### src/irq_params.svh
`ifndef IRQ_PARAMS_SVH
`define IRQ_PARAMS_SVH

`define EN_OFS      12'h300
`define STAT_OFS    12'h304
`define MAP0_OFS    12'h308
`define MAP1_OFS    12'h30C
`define MAP2_OFS    12'h340
`define ADDR_W      12

`define STAT_VALID  32'h00FFF7FF
`define MAP0_VALID  32'h77777777
`define MAP1_VALID  32'h77770777
`define MAP2_VALID  32'h77777777
`define REG_RST     32'h00000000

`define LM_LSB      20
`define MBOX_LSB    16
`define BIT_ACFAIL  15
`define BIT_SYSFAIL 14
`define BIT_SWINT   13
`define BIT_SWIACK  12
`define BIT_VME_BUS_ERROR_IRQ    10
`define BIT_PCI_BUS_ERROR_IRQ    9
`define BIT_DMA     8
`define VIRQ_LSB    1
`define BIT_BUS_OWNERSHIP_IRQ    0

`define NSRC        24
`define NPIN        8
`define FIELD_STEP  4
`define DEST_W      3

`define RESP_OK     2'h0
`define RESP_DECERR 2'h3

`endif

### src/irq_pkg.sv
package irq_pkg;

   typedef logic [31:0] word_t;
   typedef logic [2:0]  dest_t;

   typedef enum logic {
      BUS_IDLE = 1'b0,
      BUS_DONE = 1'b1
   } bus_state_t;

endpackage

### src/route_if.sv
interface route_if;
   import irq_pkg::*;

   logic [23:0] active;
   dest_t       dest [24];
   logic [7:0]  pins;

   modport ctrl (output active, output dest, input pins);
   modport rtr  (input active, input dest, output pins);
endinterface

### src/irq_router.sv
`include "irq_params.svh"

module irq_router
   import irq_pkg::*;
(
   input wire logic mclk,
   input wire logic rst_b,
   route_if.rtr     rif
);

   // ---------------------------------------------------------------
   // Per-pin match of every source that is pending and enabled.
   // ---------------------------------------------------------------
   logic [`NSRC-1:0] match [`NPIN];
   logic [`NPIN-1:0] pins_r;

   genvar p;
   genvar s;
   generate
      for (p = 0; p < `NPIN; p++) begin : g_pin
         for (s = 0; s < `NSRC; s++) begin : g_src
            assign match[p][s] = rif.active[s] &
                                 (rif.dest[s] == dest_t'(p));
         end
         always_ff @(posedge mclk) begin
            if (!rst_b) begin
               pins_r[p] <= 1'b0;
            end else begin
               pins_r[p] <= |match[p];
            end
         end
      end
   endgenerate

   assign rif.pins = pins_r;

endmodule

### src/pci_side_interrupt_status_map.sv
// Our own choice: the Avalon-MM interface to the registers.
`include "irq_params.svh"

// Operation
// - Four location monitor status bits, reset zero, read one when active.
// - Four mailbox status bits, reset zero, read one when pending.
// - Backplane failure status bits read one while that failure is active.
// - Status bits for local software and remote software-ack interrupts.
// - Separate remote error, local error and DMA bits, reset zero.
// - One status bit per remote interrupt level seven to one.
// - Bus ownership status bit set on gain, cleared by writing one.
// - Non-failure status bits catch the event edge and stay set afterwards.
// - Writing one clears a status bit; writing zero keeps it.
// - Clearing a status bit leaves the originating source untouched.
// - Failure bits are set by pin level; clearing while asserted has no effect.
// - Each route code picks one of eight outputs, code n selects output n.
// - First map holds reset-zero read/write routes for levels seven to one.
// - First map also routes the bus ownership interrupt.
// - No new vector at a level until that level's status bit is cleared.
module pci_side_interrupt_status_map
   import irq_pkg::*;
(
   input  wire logic               mclk,
   input  wire logic               rst_b,
   input  wire logic [`ADDR_W-1:0] avs_address,
   input  wire logic               avs_read,
   input  wire logic               avs_write,
   input  wire logic [31:0]        avs_writedata,
   input  wire logic [3:0]         avs_byteenable,
   output logic      [31:0]        avs_readdata,
   output logic                    avs_waitrequest,
   output logic      [1:0]         avs_response,
   input  wire logic [3:0]         location_monitor_evt,
   input  wire logic [3:0]         mailbox_evt,
   input  wire logic               acfail_b,
   input  wire logic               sysfail_b,
   input  wire logic               vme_software_ack_irq,
   input  wire logic               vme_bus_error_irq,
   input  wire logic               pci_bus_error_irq,
   input  wire logic               dma_done_evt,
   input  wire logic [7:1]         vme_level_irqs,
   input  wire logic               bus_ownership_irq,
   output logic      [7:1]         vme_level_fetch_ok,
   output logic      [7:0]         host_irq_out,
   output logic                    irq
);

   // ---------------------------------------------------------------
   // Register storage and shared nets.
   // ---------------------------------------------------------------
   word_t      stat_r;
   word_t      stat_nxt;
   word_t      en_r;
   word_t      map0_r;
   word_t      map1_r;
   word_t      map2_r;
   word_t      rdata_r;
   logic [1:0] resp_r;
   bus_state_t bus_r;
   logic       req;
   logic       wr_go;
   logic       rd_take;
   logic       hit_en;
   logic       hit_stat;
   logic       hit_map0;
   logic       hit_map1;
   logic       hit_map2;
   logic       hit_any;
   word_t      be_mask;
   word_t      wmask;
   word_t      clr_v;
   word_t      src_v;
   word_t      src_q;
   word_t      set_v;
   logic       swint_q;
   logic [1:0] fail_lvl;

   // ---------------------------------------------------------------
   // Carrier between the status logic and the router.
   // ---------------------------------------------------------------
   route_if rif ();

   // ---------------------------------------------------------------
   // Merge of a write into a register through the byte lanes.
   // ---------------------------------------------------------------
   function automatic word_t merge(word_t old_v, word_t wd, word_t bm,
                                   word_t valid);
      merge = ((old_v & ~bm) | (wd & bm)) & valid;
   endfunction

   // ---------------------------------------------------------------
   // Avalon-MM slave handshake.
   // ---------------------------------------------------------------
   assign req = avs_read | avs_write;

   always_ff @(posedge mclk) begin
      if (!rst_b) begin
         bus_r <= BUS_IDLE;
      end else begin
         case (bus_r)
            BUS_IDLE: begin
               if (req) begin
                  bus_r <= BUS_DONE;
               end
            end
            BUS_DONE: begin
               bus_r <= BUS_IDLE;
            end
            default: begin
               bus_r <= BUS_IDLE;
            end
         endcase
      end
   end

   assign avs_waitrequest = req & (bus_r != BUS_DONE);
   assign wr_go           = avs_write & (bus_r == BUS_DONE);
   assign rd_take         = avs_read & (bus_r == BUS_IDLE);

   // ---------------------------------------------------------------
   // Address decode and byte lanes.
   // ---------------------------------------------------------------
   assign hit_en   = (avs_address == `EN_OFS);
   assign hit_stat = (avs_address == `STAT_OFS);
   assign hit_map0 = (avs_address == `MAP0_OFS);
   assign hit_map1 = (avs_address == `MAP1_OFS);
   assign hit_map2 = (avs_address == `MAP2_OFS);
   assign hit_any  = hit_en | hit_stat | hit_map0 | hit_map1 | hit_map2;

   assign be_mask = {{8{avs_byteenable[3]}}, {8{avs_byteenable[2]}},
                     {8{avs_byteenable[1]}}, {8{avs_byteenable[0]}}};
   assign wmask   = avs_writedata & be_mask;

   // ---------------------------------------------------------------
   // Read data and response, captured one edge before the answer.
   // ---------------------------------------------------------------
   always_ff @(posedge mclk) begin
      if (!rst_b) begin
         rdata_r <= `REG_RST;
      end else if (rd_take) begin
         if (hit_en) begin
            rdata_r <= en_r;
         end else if (hit_stat) begin
            rdata_r <= stat_r;
         end else if (hit_map0) begin
            rdata_r <= map0_r;
         end else if (hit_map1) begin
            rdata_r <= map1_r;
         end else if (hit_map2) begin
            rdata_r <= map2_r;
         end else begin
            rdata_r <= `REG_RST;
         end
      end
   end

   // ---------------------------------------------------------------
   // Response code, decode error on an unmapped address.
   // ---------------------------------------------------------------
   always_ff @(posedge mclk) begin
      if (!rst_b) begin
         resp_r <= `RESP_OK;
      end else if (bus_r == BUS_IDLE && req) begin
         resp_r <= hit_any ? `RESP_OK : `RESP_DECERR;
      end
   end

   assign avs_readdata = rdata_r;
   assign avs_response = resp_r;

   // ---------------------------------------------------------------
   // Backplane failure pins: three-stage sampling, agreement filter.
   // ---------------------------------------------------------------
   logic [1:0] pin_b;
   assign pin_b = {acfail_b, sysfail_b};

   genvar k;
   generate
      for (k = 0; k < 2; k++) begin : g_fail
         logic s1_r;
         logic s2_r;
         logic s3_r;
         logic lvl_r;
         always_ff @(posedge mclk) begin
            if (!rst_b) begin
               s1_r <= 1'b1;
               s2_r <= 1'b1;
               s3_r <= 1'b1;
            end else begin
               s1_r <= pin_b[k];
               s2_r <= s1_r;
               s3_r <= s2_r;
            end
         end
         always_ff @(posedge mclk) begin
            if (!rst_b) begin
               lvl_r <= 1'b0;
            end else if (s2_r == s3_r) begin
               lvl_r <= ~s3_r;
            end
         end
         assign fail_lvl[k] = lvl_r;
      end
   endgenerate

   // ---------------------------------------------------------------
   // Event sources gathered in status layout.
   // ---------------------------------------------------------------
   always_comb begin
      src_v = `REG_RST;
      src_v[`LM_LSB +: 4]   = location_monitor_evt;
      src_v[`MBOX_LSB +: 4] = mailbox_evt;
      src_v[`BIT_SWIACK]    = vme_software_ack_irq;
      src_v[`BIT_VME_BUS_ERROR_IRQ]      = vme_bus_error_irq;
      src_v[`BIT_PCI_BUS_ERROR_IRQ]      = pci_bus_error_irq;
      src_v[`BIT_DMA]       = dma_done_evt;
      src_v[`VIRQ_LSB +: 7] = vme_level_irqs;
      src_v[`BIT_BUS_OWNERSHIP_IRQ]      = bus_ownership_irq;
   end

   // ---------------------------------------------------------------
   // Previous source levels for edge detection.
   // ---------------------------------------------------------------
   always_ff @(posedge mclk) begin
      if (!rst_b) begin
         src_q <= `REG_RST;
      end else begin
         src_q <= src_v;
      end
   end

   // ---------------------------------------------------------------
   // Previous software enable level for its rising edge.
   // ---------------------------------------------------------------
   always_ff @(posedge mclk) begin
      if (!rst_b) begin
         swint_q <= 1'b0;
      end else begin
         swint_q <= en_r[`BIT_SWINT];
      end
   end

   // ---------------------------------------------------------------
   // Set terms from event edges and failure levels.
   // ---------------------------------------------------------------
   always_comb begin
      set_v = src_v & ~src_q;
      set_v[`BIT_ACFAIL]  = fail_lvl[1];
      set_v[`BIT_SYSFAIL] = fail_lvl[0];
      set_v[`BIT_SWINT]   = en_r[`BIT_SWINT] & ~swint_q;
   end

   // ---------------------------------------------------------------
   // Status register, write one to clear, set wins over clear.
   // ---------------------------------------------------------------
   assign clr_v = (wr_go && hit_stat) ? wmask : `REG_RST;

   always_comb begin
      stat_nxt = ((stat_r & ~clr_v) | set_v) & `STAT_VALID;
   end

   always_ff @(posedge mclk) begin
      if (!rst_b) begin
         stat_r <= `REG_RST;
      end else begin
         stat_r <= stat_nxt;
      end
   end

   // ---------------------------------------------------------------
   // Enable register, same layout as the status register.
   // ---------------------------------------------------------------
   always_ff @(posedge mclk) begin
      if (!rst_b) begin
         en_r <= `REG_RST;
      end else if (wr_go && hit_en) begin
         en_r <= merge(en_r, avs_writedata, be_mask, `STAT_VALID);
      end
   end

   // ---------------------------------------------------------------
   // Route map registers.
   // ---------------------------------------------------------------
   always_ff @(posedge mclk) begin
      if (!rst_b) begin
         map0_r <= `REG_RST;
      end else if (wr_go && hit_map0) begin
         map0_r <= merge(map0_r, avs_writedata, be_mask,
                         `MAP0_VALID);
      end
   end

   always_ff @(posedge mclk) begin
      if (!rst_b) begin
         map1_r <= `REG_RST;
      end else if (wr_go && hit_map1) begin
         map1_r <= merge(map1_r, avs_writedata, be_mask, `MAP1_VALID);
      end
   end

   always_ff @(posedge mclk) begin
      if (!rst_b) begin
         map2_r <= `REG_RST;
      end else if (wr_go && hit_map2) begin
         map2_r <= merge(map2_r, avs_writedata, be_mask, `MAP2_VALID);
      end
   end

   // ---------------------------------------------------------------
   // Routing of pending enabled sources to the local outputs.
   // ---------------------------------------------------------------
   logic [95:0] map_all;
   assign map_all = {map2_r, map1_r, map0_r};

   assign rif.active = stat_r[`NSRC-1:0] & en_r[`NSRC-1:0];

   genvar g;
   generate
      for (g = 0; g < `NSRC; g++) begin : g_dest
         assign rif.dest[g] =
            map_all[g*`FIELD_STEP +: `DEST_W];
      end
   endgenerate

   // ---------------------------------------------------------------
   // Router that combines the sources per local output.
   // ---------------------------------------------------------------
   irq_router u_router (
      .mclk  (mclk),
      .rst_b (rst_b),
      .rif   (rif)
   );

   // ---------------------------------------------------------------
   // Local outputs and the summary interrupt level.
   // ---------------------------------------------------------------
   assign host_irq_out = rif.pins;
   assign irq          = |rif.active;

   // ---------------------------------------------------------------
   // Vector fetch permission per remote level.
   // ---------------------------------------------------------------
   assign vme_level_fetch_ok = ~stat_r[`VIRQ_LSB +: 7];

endmodule

### config.mk
export PLATFORM = sky130hd
export DESIGN_NAME = pci_side_interrupt_status_map
export DESIGN_NICKNAME = d
export VERILOG_FILES = /design/src/irq_pkg.sv /design/src/route_if.sv /design/src/irq_router.sv /design/src/pci_side_interrupt_status_map.sv
export VERILOG_INCLUDE_DIRS = /design/src
export SDC_FILE = /design/constraint.sdc
export NUM_CORES = 1
export LEC_CHECK = 0
export BUFFER_PORTS_ARGS = -buffer_cell sky130_fd_sc_hd__buf_2
export CAP_MARGIN = 20
export CORE_MARGIN = 1
export CORE_UTILIZATION = 50
export CTS_BUF_LIST = sky130_fd_sc_hd__clkbuf_16
export DETAILED_ROUTE_END_ITERATION = 10
export GPL_TIMING_DRIVEN = 1
export MAX_ROUTING_LAYER = met4
export PLACE_DENSITY = 0.71
export SETUP_SLACK_MARGIN = 0.15
export SYNTH_ARGS = -nofsm -noshare
export SYNTH_HDL_FRONTEND = slang
export SYNTH_SLANG_ARGS = --single-unit
export TNS_END_PERCENT = 1
### constraint.sdc
create_clock -name mclk -period 2.95 [get_ports mclk]
set_clock_uncertainty 0.05 [all_clocks]
set_input_delay 0.295 -clock mclk [delete_from_list [all_inputs] [get_ports mclk]]
set_output_delay 0.295 -clock mclk [all_outputs]
set_load 0.03 [all_outputs]
==> qor.txt, run 1 <==
async set-reset flop share out of synthesis = 0%
CP Capture Type = output pin
synth cell count leaders = 183 x dfxtp_1, 163 x nand2_1, 95 x mux2i_1, 65 x o22ai_1, 59 x nand3_1
Compound-Gate Fraction of Synth Area = 18.3%
Pleak = 0.00402 uW
Post-Route Setup TNS = 0 ns
area delta synth->final = 15.1%
cell area power density = 502 nW/um^2
DP HPWL = 27500 um
I/O Buffers = 118
Seq/Total Area, Yosys = 39.7%
critical-path cell list = a22o_1 -> a221oi_1 -> and4_1 -> nand4_1 -> buf_2
floorplan die area = 19000 sq um
Initial Util = 51.2%
Synth Warn # = 0
RSZ-0062 raised after global routing = false
vias in the first global route = 8434
FP Rows = 49
wire per inst = 26.4 um
antenna violations before repair = 0
core area = 18000 sq um
Setup crit start kind = flip-flop
largest cells by area after synthesis = dfxtp_1 40%, mux2i_1 10%, nand2_1 6.6%
layout cell share with drive strength beyond 1 = 17.3%
Hold Path Class = in -> reg
Skew-Pair Late Insertion Delay = 0.44 ns
die width = 138 um
n_diodes = 0
GR Overflow Total = 0
via count = 9471
Routed WL = 37100 um
Inserted Clock Buffers = 17
CTS sink cnt = 183
largest net degree at the start of global routing = 151
CP Class = reg -> out
slowest CP cell = dfxtp_1
I/O pins = 125
period utilization = 80.9%
crit-path max FO = 5
area share of fa/ha/maj cells after synthesis = 0%
Worst-Margin Slew = 0.860 ns
Synth Area in Simple Gates = 25.4%
CP required = 2.61 ns
status = completed
via/cell ratio = 6.73
post-synth top area share = 39.7%
max-slew violation count = 0
clk slew on worst S/H paths = 0.08 ns
mux share of post-synthesis cell area = 12.0%
CTS root buffer = clkbuf_16
Final Hold Viols = 0
post-synthesis cell count = 1077
count leader, synth = dfxtp_1
final critical-path required period = 2.39 ns
Top FF cell, synth = dfxtp_1
Post-synth EDFFs = 0
Filler Cells Inserted = 1668
H-tree depth = 4
drt first pass iters = 5
Tot GR Track Use = 40.6%
CTS tree = built
slew margin rel. = 42.1%
die height = 138 um
Post-DRT Antenna Nets = 0
Max-Cap Viols = 0
Iteration-0 DRC Markers = 1353
post-synthesis cell area = 9240 sq um
FF+latch count, synth = 183
area leader, netlist = dfxtp_1
Finished Layout Cells = 1407
final net count = 1239
# setup viols final = 0
post-synthesis xor/xnor area fraction = 0%
PostCTS Resize Cnt = 0
main combinational cell family by area after synthesis = simple AND/OR/NAND/NOR gates
max incr delay on CP = 0.39 ns
maximum clock frequency = 419 MHz
Post-route DRC = 0
Syn Area/Cell = 8.57 sq um
post-synth cell types = 46
clk buf depth = 2
Crit path arrival time = 2.04 ns
DP Cell Count = 1373
RD Place Congestion = 1.06
first-pass GRT wire length = 53800 um
worst-case vdd ir drop = 0.000452 V
-- logic make-up after synthesis --
group | after synthesis
DFF | 183
muxes | 107
buffers and inverters | 106
other | 1
AOI/OAI and AO/OA | 240
and+or+nand+nor | 440
-- layer usage --
| layer | vias up | wire length, um | global-route usage (%) |
|---|---|---|---|
| li1 | 4200 | - | - |
| met1 | 4533 | 15100 | 53.9 |
| met2 | 609 | 16400 | 59.8 |
| met3 | 129 | 3850 | 7.93 |
| met4 | 0 | 1720 | 17.5 |
| met5 | - | 0 | - |
-- power by group --
part | total (uW) | internal [uW] | switching [uW]
logic | 391 | 137 | 253
clock network | 2350 | 1150 | 1200
registers | 2600 | 2520 | 79.2
total | 5340 | 3810 | 1530
-- critical path: cells and delay by family, from the launching register on --
kind            cells  cell delay, ns
flops               1            0.39
buf+inv             1            0.22
simple gates        2            0.38
compound gates      2            0.62
-- cells in the final DEF, fill, tap and decap left out, drive strengths merged, types with 3 or more instances in the layout --
cell / netlist / layout
nand4b: 4 / 4
and2: 20 / 20
mux2: 10 / 10
nor3: 17 / 17
o32ai: 19 / 19
buf: 19 / 135
nand4: 24 / 24
clkbuf: 51 / 17
dfxtp: 183 / 183
a32o: 34 / 34
nor4: 27 / 27
conb: 1 / 3
nor3b: 3 / 3
nor2: 23 / 23
or2: 9 / 9
a21oi: 32 / 32
nand2b: 47 / 47
and3: 4 / 4
nand3b: 25 / 25
a221oi: 8 / 8
a31oi: 7 / 7
mux2i: 95 / 95
clkinv: 1 / 10
nand2: 163 / 163
o22ai: 65 / 65
inv: 35 / 41
a41oi: 3 / 3
a22o: 18 / 18
or3b: 3 / 3
o21ai: 41 / 41
a32oi: 6 / 6
nand3: 62 / 62
and4: 4 / 4
-- final timing paths --
path                                                 from                         endpoint  slack [ns]  cells after the start
worst max-delay path                stat_r[13]$_SDFF_PN0_                              irq        0.56                      5
worst min-delay path                    vme_level_irqs[2]              src_q[2]$_SDFF_PN0_        0.02                      2
worst min register to register  g_fail[0].s1_r$_SDFF_PN1_        g_fail[0].s2_r$_SDFF_PN1_        0.37                      1
worst max register to register                  flip-flop  u_router.rif.pins[0]$_SDFF_PN0_        0.85                      4
-- what timing repair did --
action | in CTS | in global routing
endpoints found under the hold margin | 2 | 0
endpoints found under the setup margin | 0 | 0
hold buffers | 2 | 0
buffers inserted | 0 | 0
-- cell type report --
class | count | area, sq um | share of cell area (%)
Multi-Input combinational cell | 790 | 5160 | 48.6
Sequential cell | 183 | 3660 | 34.5
Timing Repair Buffer | 137 | 781 | 7.35
Clock buffer | 17 | 425 | 4.00
Tap cell | 229 | 287 | 2.70
Clock inverter | 15 | 175 | 1.65
Inverter | 36 | 135 | 1.27
-- per-stage QoR --
stage | total power (uW) | area (sq um) | utilization (%) | setup slack [ns] | hold slack (ns)
detailed placement | 3030 | 10000 | 55.5 | 0.481 | 0.352
CTS | 5330 | 10600 | 59.0 | 0.562 | 0.0198
global placement | 3030 | 10000 | 55.5 | 0.538 | 0.357
global route | 5480 | 10600 | 59.0 | 0.488 | 0.0193
finish | 5340 | 10600 | 59.0 | 0.564 | 0.0236
floorplan | 2860 | 9240 | - | 0.823 | 0.336
(Power assumes the default switching activity.)
==> inputs of run 2 (changes only) <==
PLACE_DENSITY = 0.74   (was 0.71)
clock period = 1.92 ns   (was 2.95 ns; I/O delays follow)
==> run 2 against run 1 <==
The flow now finishes with violations (setup timing). Worst hold slack worse by 0.0071 ns. Utilization up 7.8 points. Register-to-register slack worse by 0.76 ns. Power up 60%. Flip-flop and latch count unchanged. Critical endpoint unchanged. Largest cell class unchanged.
==> qor.txt, run 2 (synthesis results as in run 1) <==
Inserted Clock Buffers = 17 (unchanged)
worst-case vdd ir drop = 0.000652 V (was 0.000452 V)
drt first pass iters = 5 (unchanged)
n_diodes = 0 (unchanged)
CP Capture Type = output pin (unchanged)
critical-path cell list = a22o_4 -> a221oi_4 -> and4_1 -> nand4_1 -> buf_6 (was a22o_1 -> a221oi_1 -> and4_1 -> nand4_1 -> buf_2)
Routed WL = 41900 um (was 37100 um)
die width = 138 um (unchanged)
Post-DRT Antenna Nets = 0 (unchanged)
final net count = 1374 (was 1239)
most frequent cells in the layout = 166 x dfxtp_1, 163 x nand2_1, 115 x buf_2 (was 183 x dfxtp_1, 163 x nand2_1, 116 x buf_2)
DP HPWL = 29800 um (was 27500 um)
crit-path max FO = 5 (unchanged)
Initial Util = 51.2% (unchanged)
fin util = 66.8% (was 59.0%)
Pleak = 0.00474 uW (was 0.00402 uW)
Final Power = 8560 uW (was 5340 uW)
worst r2r path cells = 5 (was 4)
status = finished, violations left (was completed)
Crit path arrival time = 1.90 ns (was 2.04 ns)
cell area power density = 711 nW/um^2 (was 502 nW/um^2)
I/O pins = 125 (unchanged)
CTS root buffer = clkbuf_16 (unchanged)
Tot GR Track Use = 45.0% (was 40.6%)
Iteration-0 DRC Markers = 1257 (was 1353)
Finished Layout Cells = 1542 (was 1407)
floorplan die area = 19000 sq um (unchanged)
Final Hold Viols = 0 (unchanged)
slew margin rel. = 64.9% (was 42.1%)
antenna violations before repair = 0 (unchanged)
RSZ-0062 raised after global routing = true (was false)
clk buf depth = 2 (unchanged)
maximum clock frequency = 466 MHz
DP Cell Count = 1456 (was 1373)
CP startpoint = stat_r[23]$_SDFF_PN0_ (was stat_r[13]$_SDFF_PN0_)
CTS sink cnt = 183 (unchanged)
via/cell ratio = 6.81 (was 6.73)
worst slack, placed = -0.271 ns (was 0.481 ns)
CP required = 1.68 ns (was 2.61 ns)
H-tree depth = 4 (unchanged)
Buf+Inv Stages, Crit Path = 1 (unchanged)
end of the critical path = irq (unchanged)
Skew-Pair Late Insertion Delay = 0.45 ns (was 0.44 ns)
max incr delay on CP = 0.38 ns (was 0.39 ns)
# setup viols final = 1 (was 0)
Worst path depth = 5 (unchanged)
area delta synth->final = 30.3% (was 15.1%)
period utilization = 112%
setup ws final = -0.225 ns (was 0.564 ns)
commonest non-fill, non-tap cell in the layout = dfxtp_1 (unchanged)
reg2reg setup slack = 0.09 ns (was 0.85 ns)
layout cell share with drive strength beyond 1 = 24.3% (was 17.3%)
core area = 18000 sq um (unchanged)
I/O Buffers = 118 (unchanged)
failing checks = setup timing
vias in the first global route = 9684 (was 8434)
FP Rows = 49 (unchanged)
via count = 10500 (was 9471)
CTS tree = built (unchanged)
RD Place Congestion = 1.13 (was 1.06)
final critical-path required period = 2.15 ns
die height = 138 um (unchanged)
max-slew violation count = 0 (unchanged)
Setup crit start kind = flip-flop (unchanged)
Post-route DRC = 0 (unchanged)
Worst-Margin Slew = 0.522 ns (was 0.860 ns)
largest net degree at the start of global routing = 88 (was 151)
WHS = 0.0165 ns (was 0.0236 ns)
clk slew on worst S/H paths = 0.08 ns (about the same)
CP Class = reg -> out (unchanged)
wire per inst = 27.2 um (was 26.4 um)
Top Family by Delay on Critical Path = compound AO/OA/AOI/OAI gates (unchanged)
Hold Path Class = in -> reg (unchanged)
GR Overflow Total = 0 (unchanged)
first-pass GRT wire length = 59700 um (was 53800 um)
RR Endpoint = u_router.rif.pins[3]$_SDFF_PN0_ (was u_router.rif.pins[0]$_SDFF_PN0_)
Max-Cap Viols = 0 (unchanged)
slowest CP cell = dfxtp_2 (was dfxtp_1)
r2r startpoint = stat_r[18]$_SDFF_PN0_
[run 2: cell count changes in the layout (fill, tap and decap cells not counted), sizes merged]
cell | before | now
dlygate4sd3 | 2 | 49
buf | 135 | 223
[run 2: layout make-up]
cell class / count / area (sq um)
fill: 1394 / 5990
multi-input combinational: 790 / 5240
sequential: 183 / 3700
timing repair buffer: 272 / 2040
clock buffer: 17 / 425
tap: 229 / 287
clock inverter: 15 / 213
inverter: 36 / 135
[run 2: power by group]
part           switching (uW)  internal [uW]  total [uW]
Sequential                102           3870        3970
Combinational             480            324         804
Clock                    1970           1820        3790
Total                    2550           6010        8560
[run 2: worst min-delay path: stages]
cell and delay (ns):
buf_2 0.13, nand3_1 0.07, a21oi_1 0.06
[run 2: metrics by stage]
step	setup TNS [ns]	instance area [sq um]
final	-0.225	12000
after global routing	-0.227	12000
after CTS	-0.203	12000
after detailed placement	-15.17	10700
after global placement	-13.74	10700
after floorplan	-1.97	9240
[run 2: worst min-delay path by stage]
stage / start / to / slack [ns] / cells after the start
2_1_floorplan: sysfail_b / g_fail[0].s1_r$_SDFF_PN1_ / 0.24 / 1
3_3_place_gp: acfail_b / g_fail[1].s1_r$_SDFF_PN1_ / 0.33 / 2
3_5_place_dp: acfail_b / g_fail[1].s1_r$_SDFF_PN1_ / 0.33 / 2
4_1_cts: avs_writedata[17] / flip-flop / 0.0004 / 3
5_1_grt: avs_writedata[17] / flip-flop / 0.006 / 3
6_report: avs_writedata[17] / flip-flop / 0.02 / 3
[run 2: routing by layer]
metal  track usage, %  up-vias  wire (um)
li1                 -     4459          -
met1             55.5     5007      15600
met2             67.8      842      18700
met3             10.1      196       4840
met4             25.6        0       2680
met5                -        -          0
[run 2: repair_timing]
item                                    in CTS  in global routing
endpoints found under the setup margin       4                 26
hold buffers                                49                  0
resized for setup                           26                 16
gates cloned                                 0                  0
hold endpoints to repair                    56                  0
pin swaps                                    6                 10
buffers inserted                             5                  0
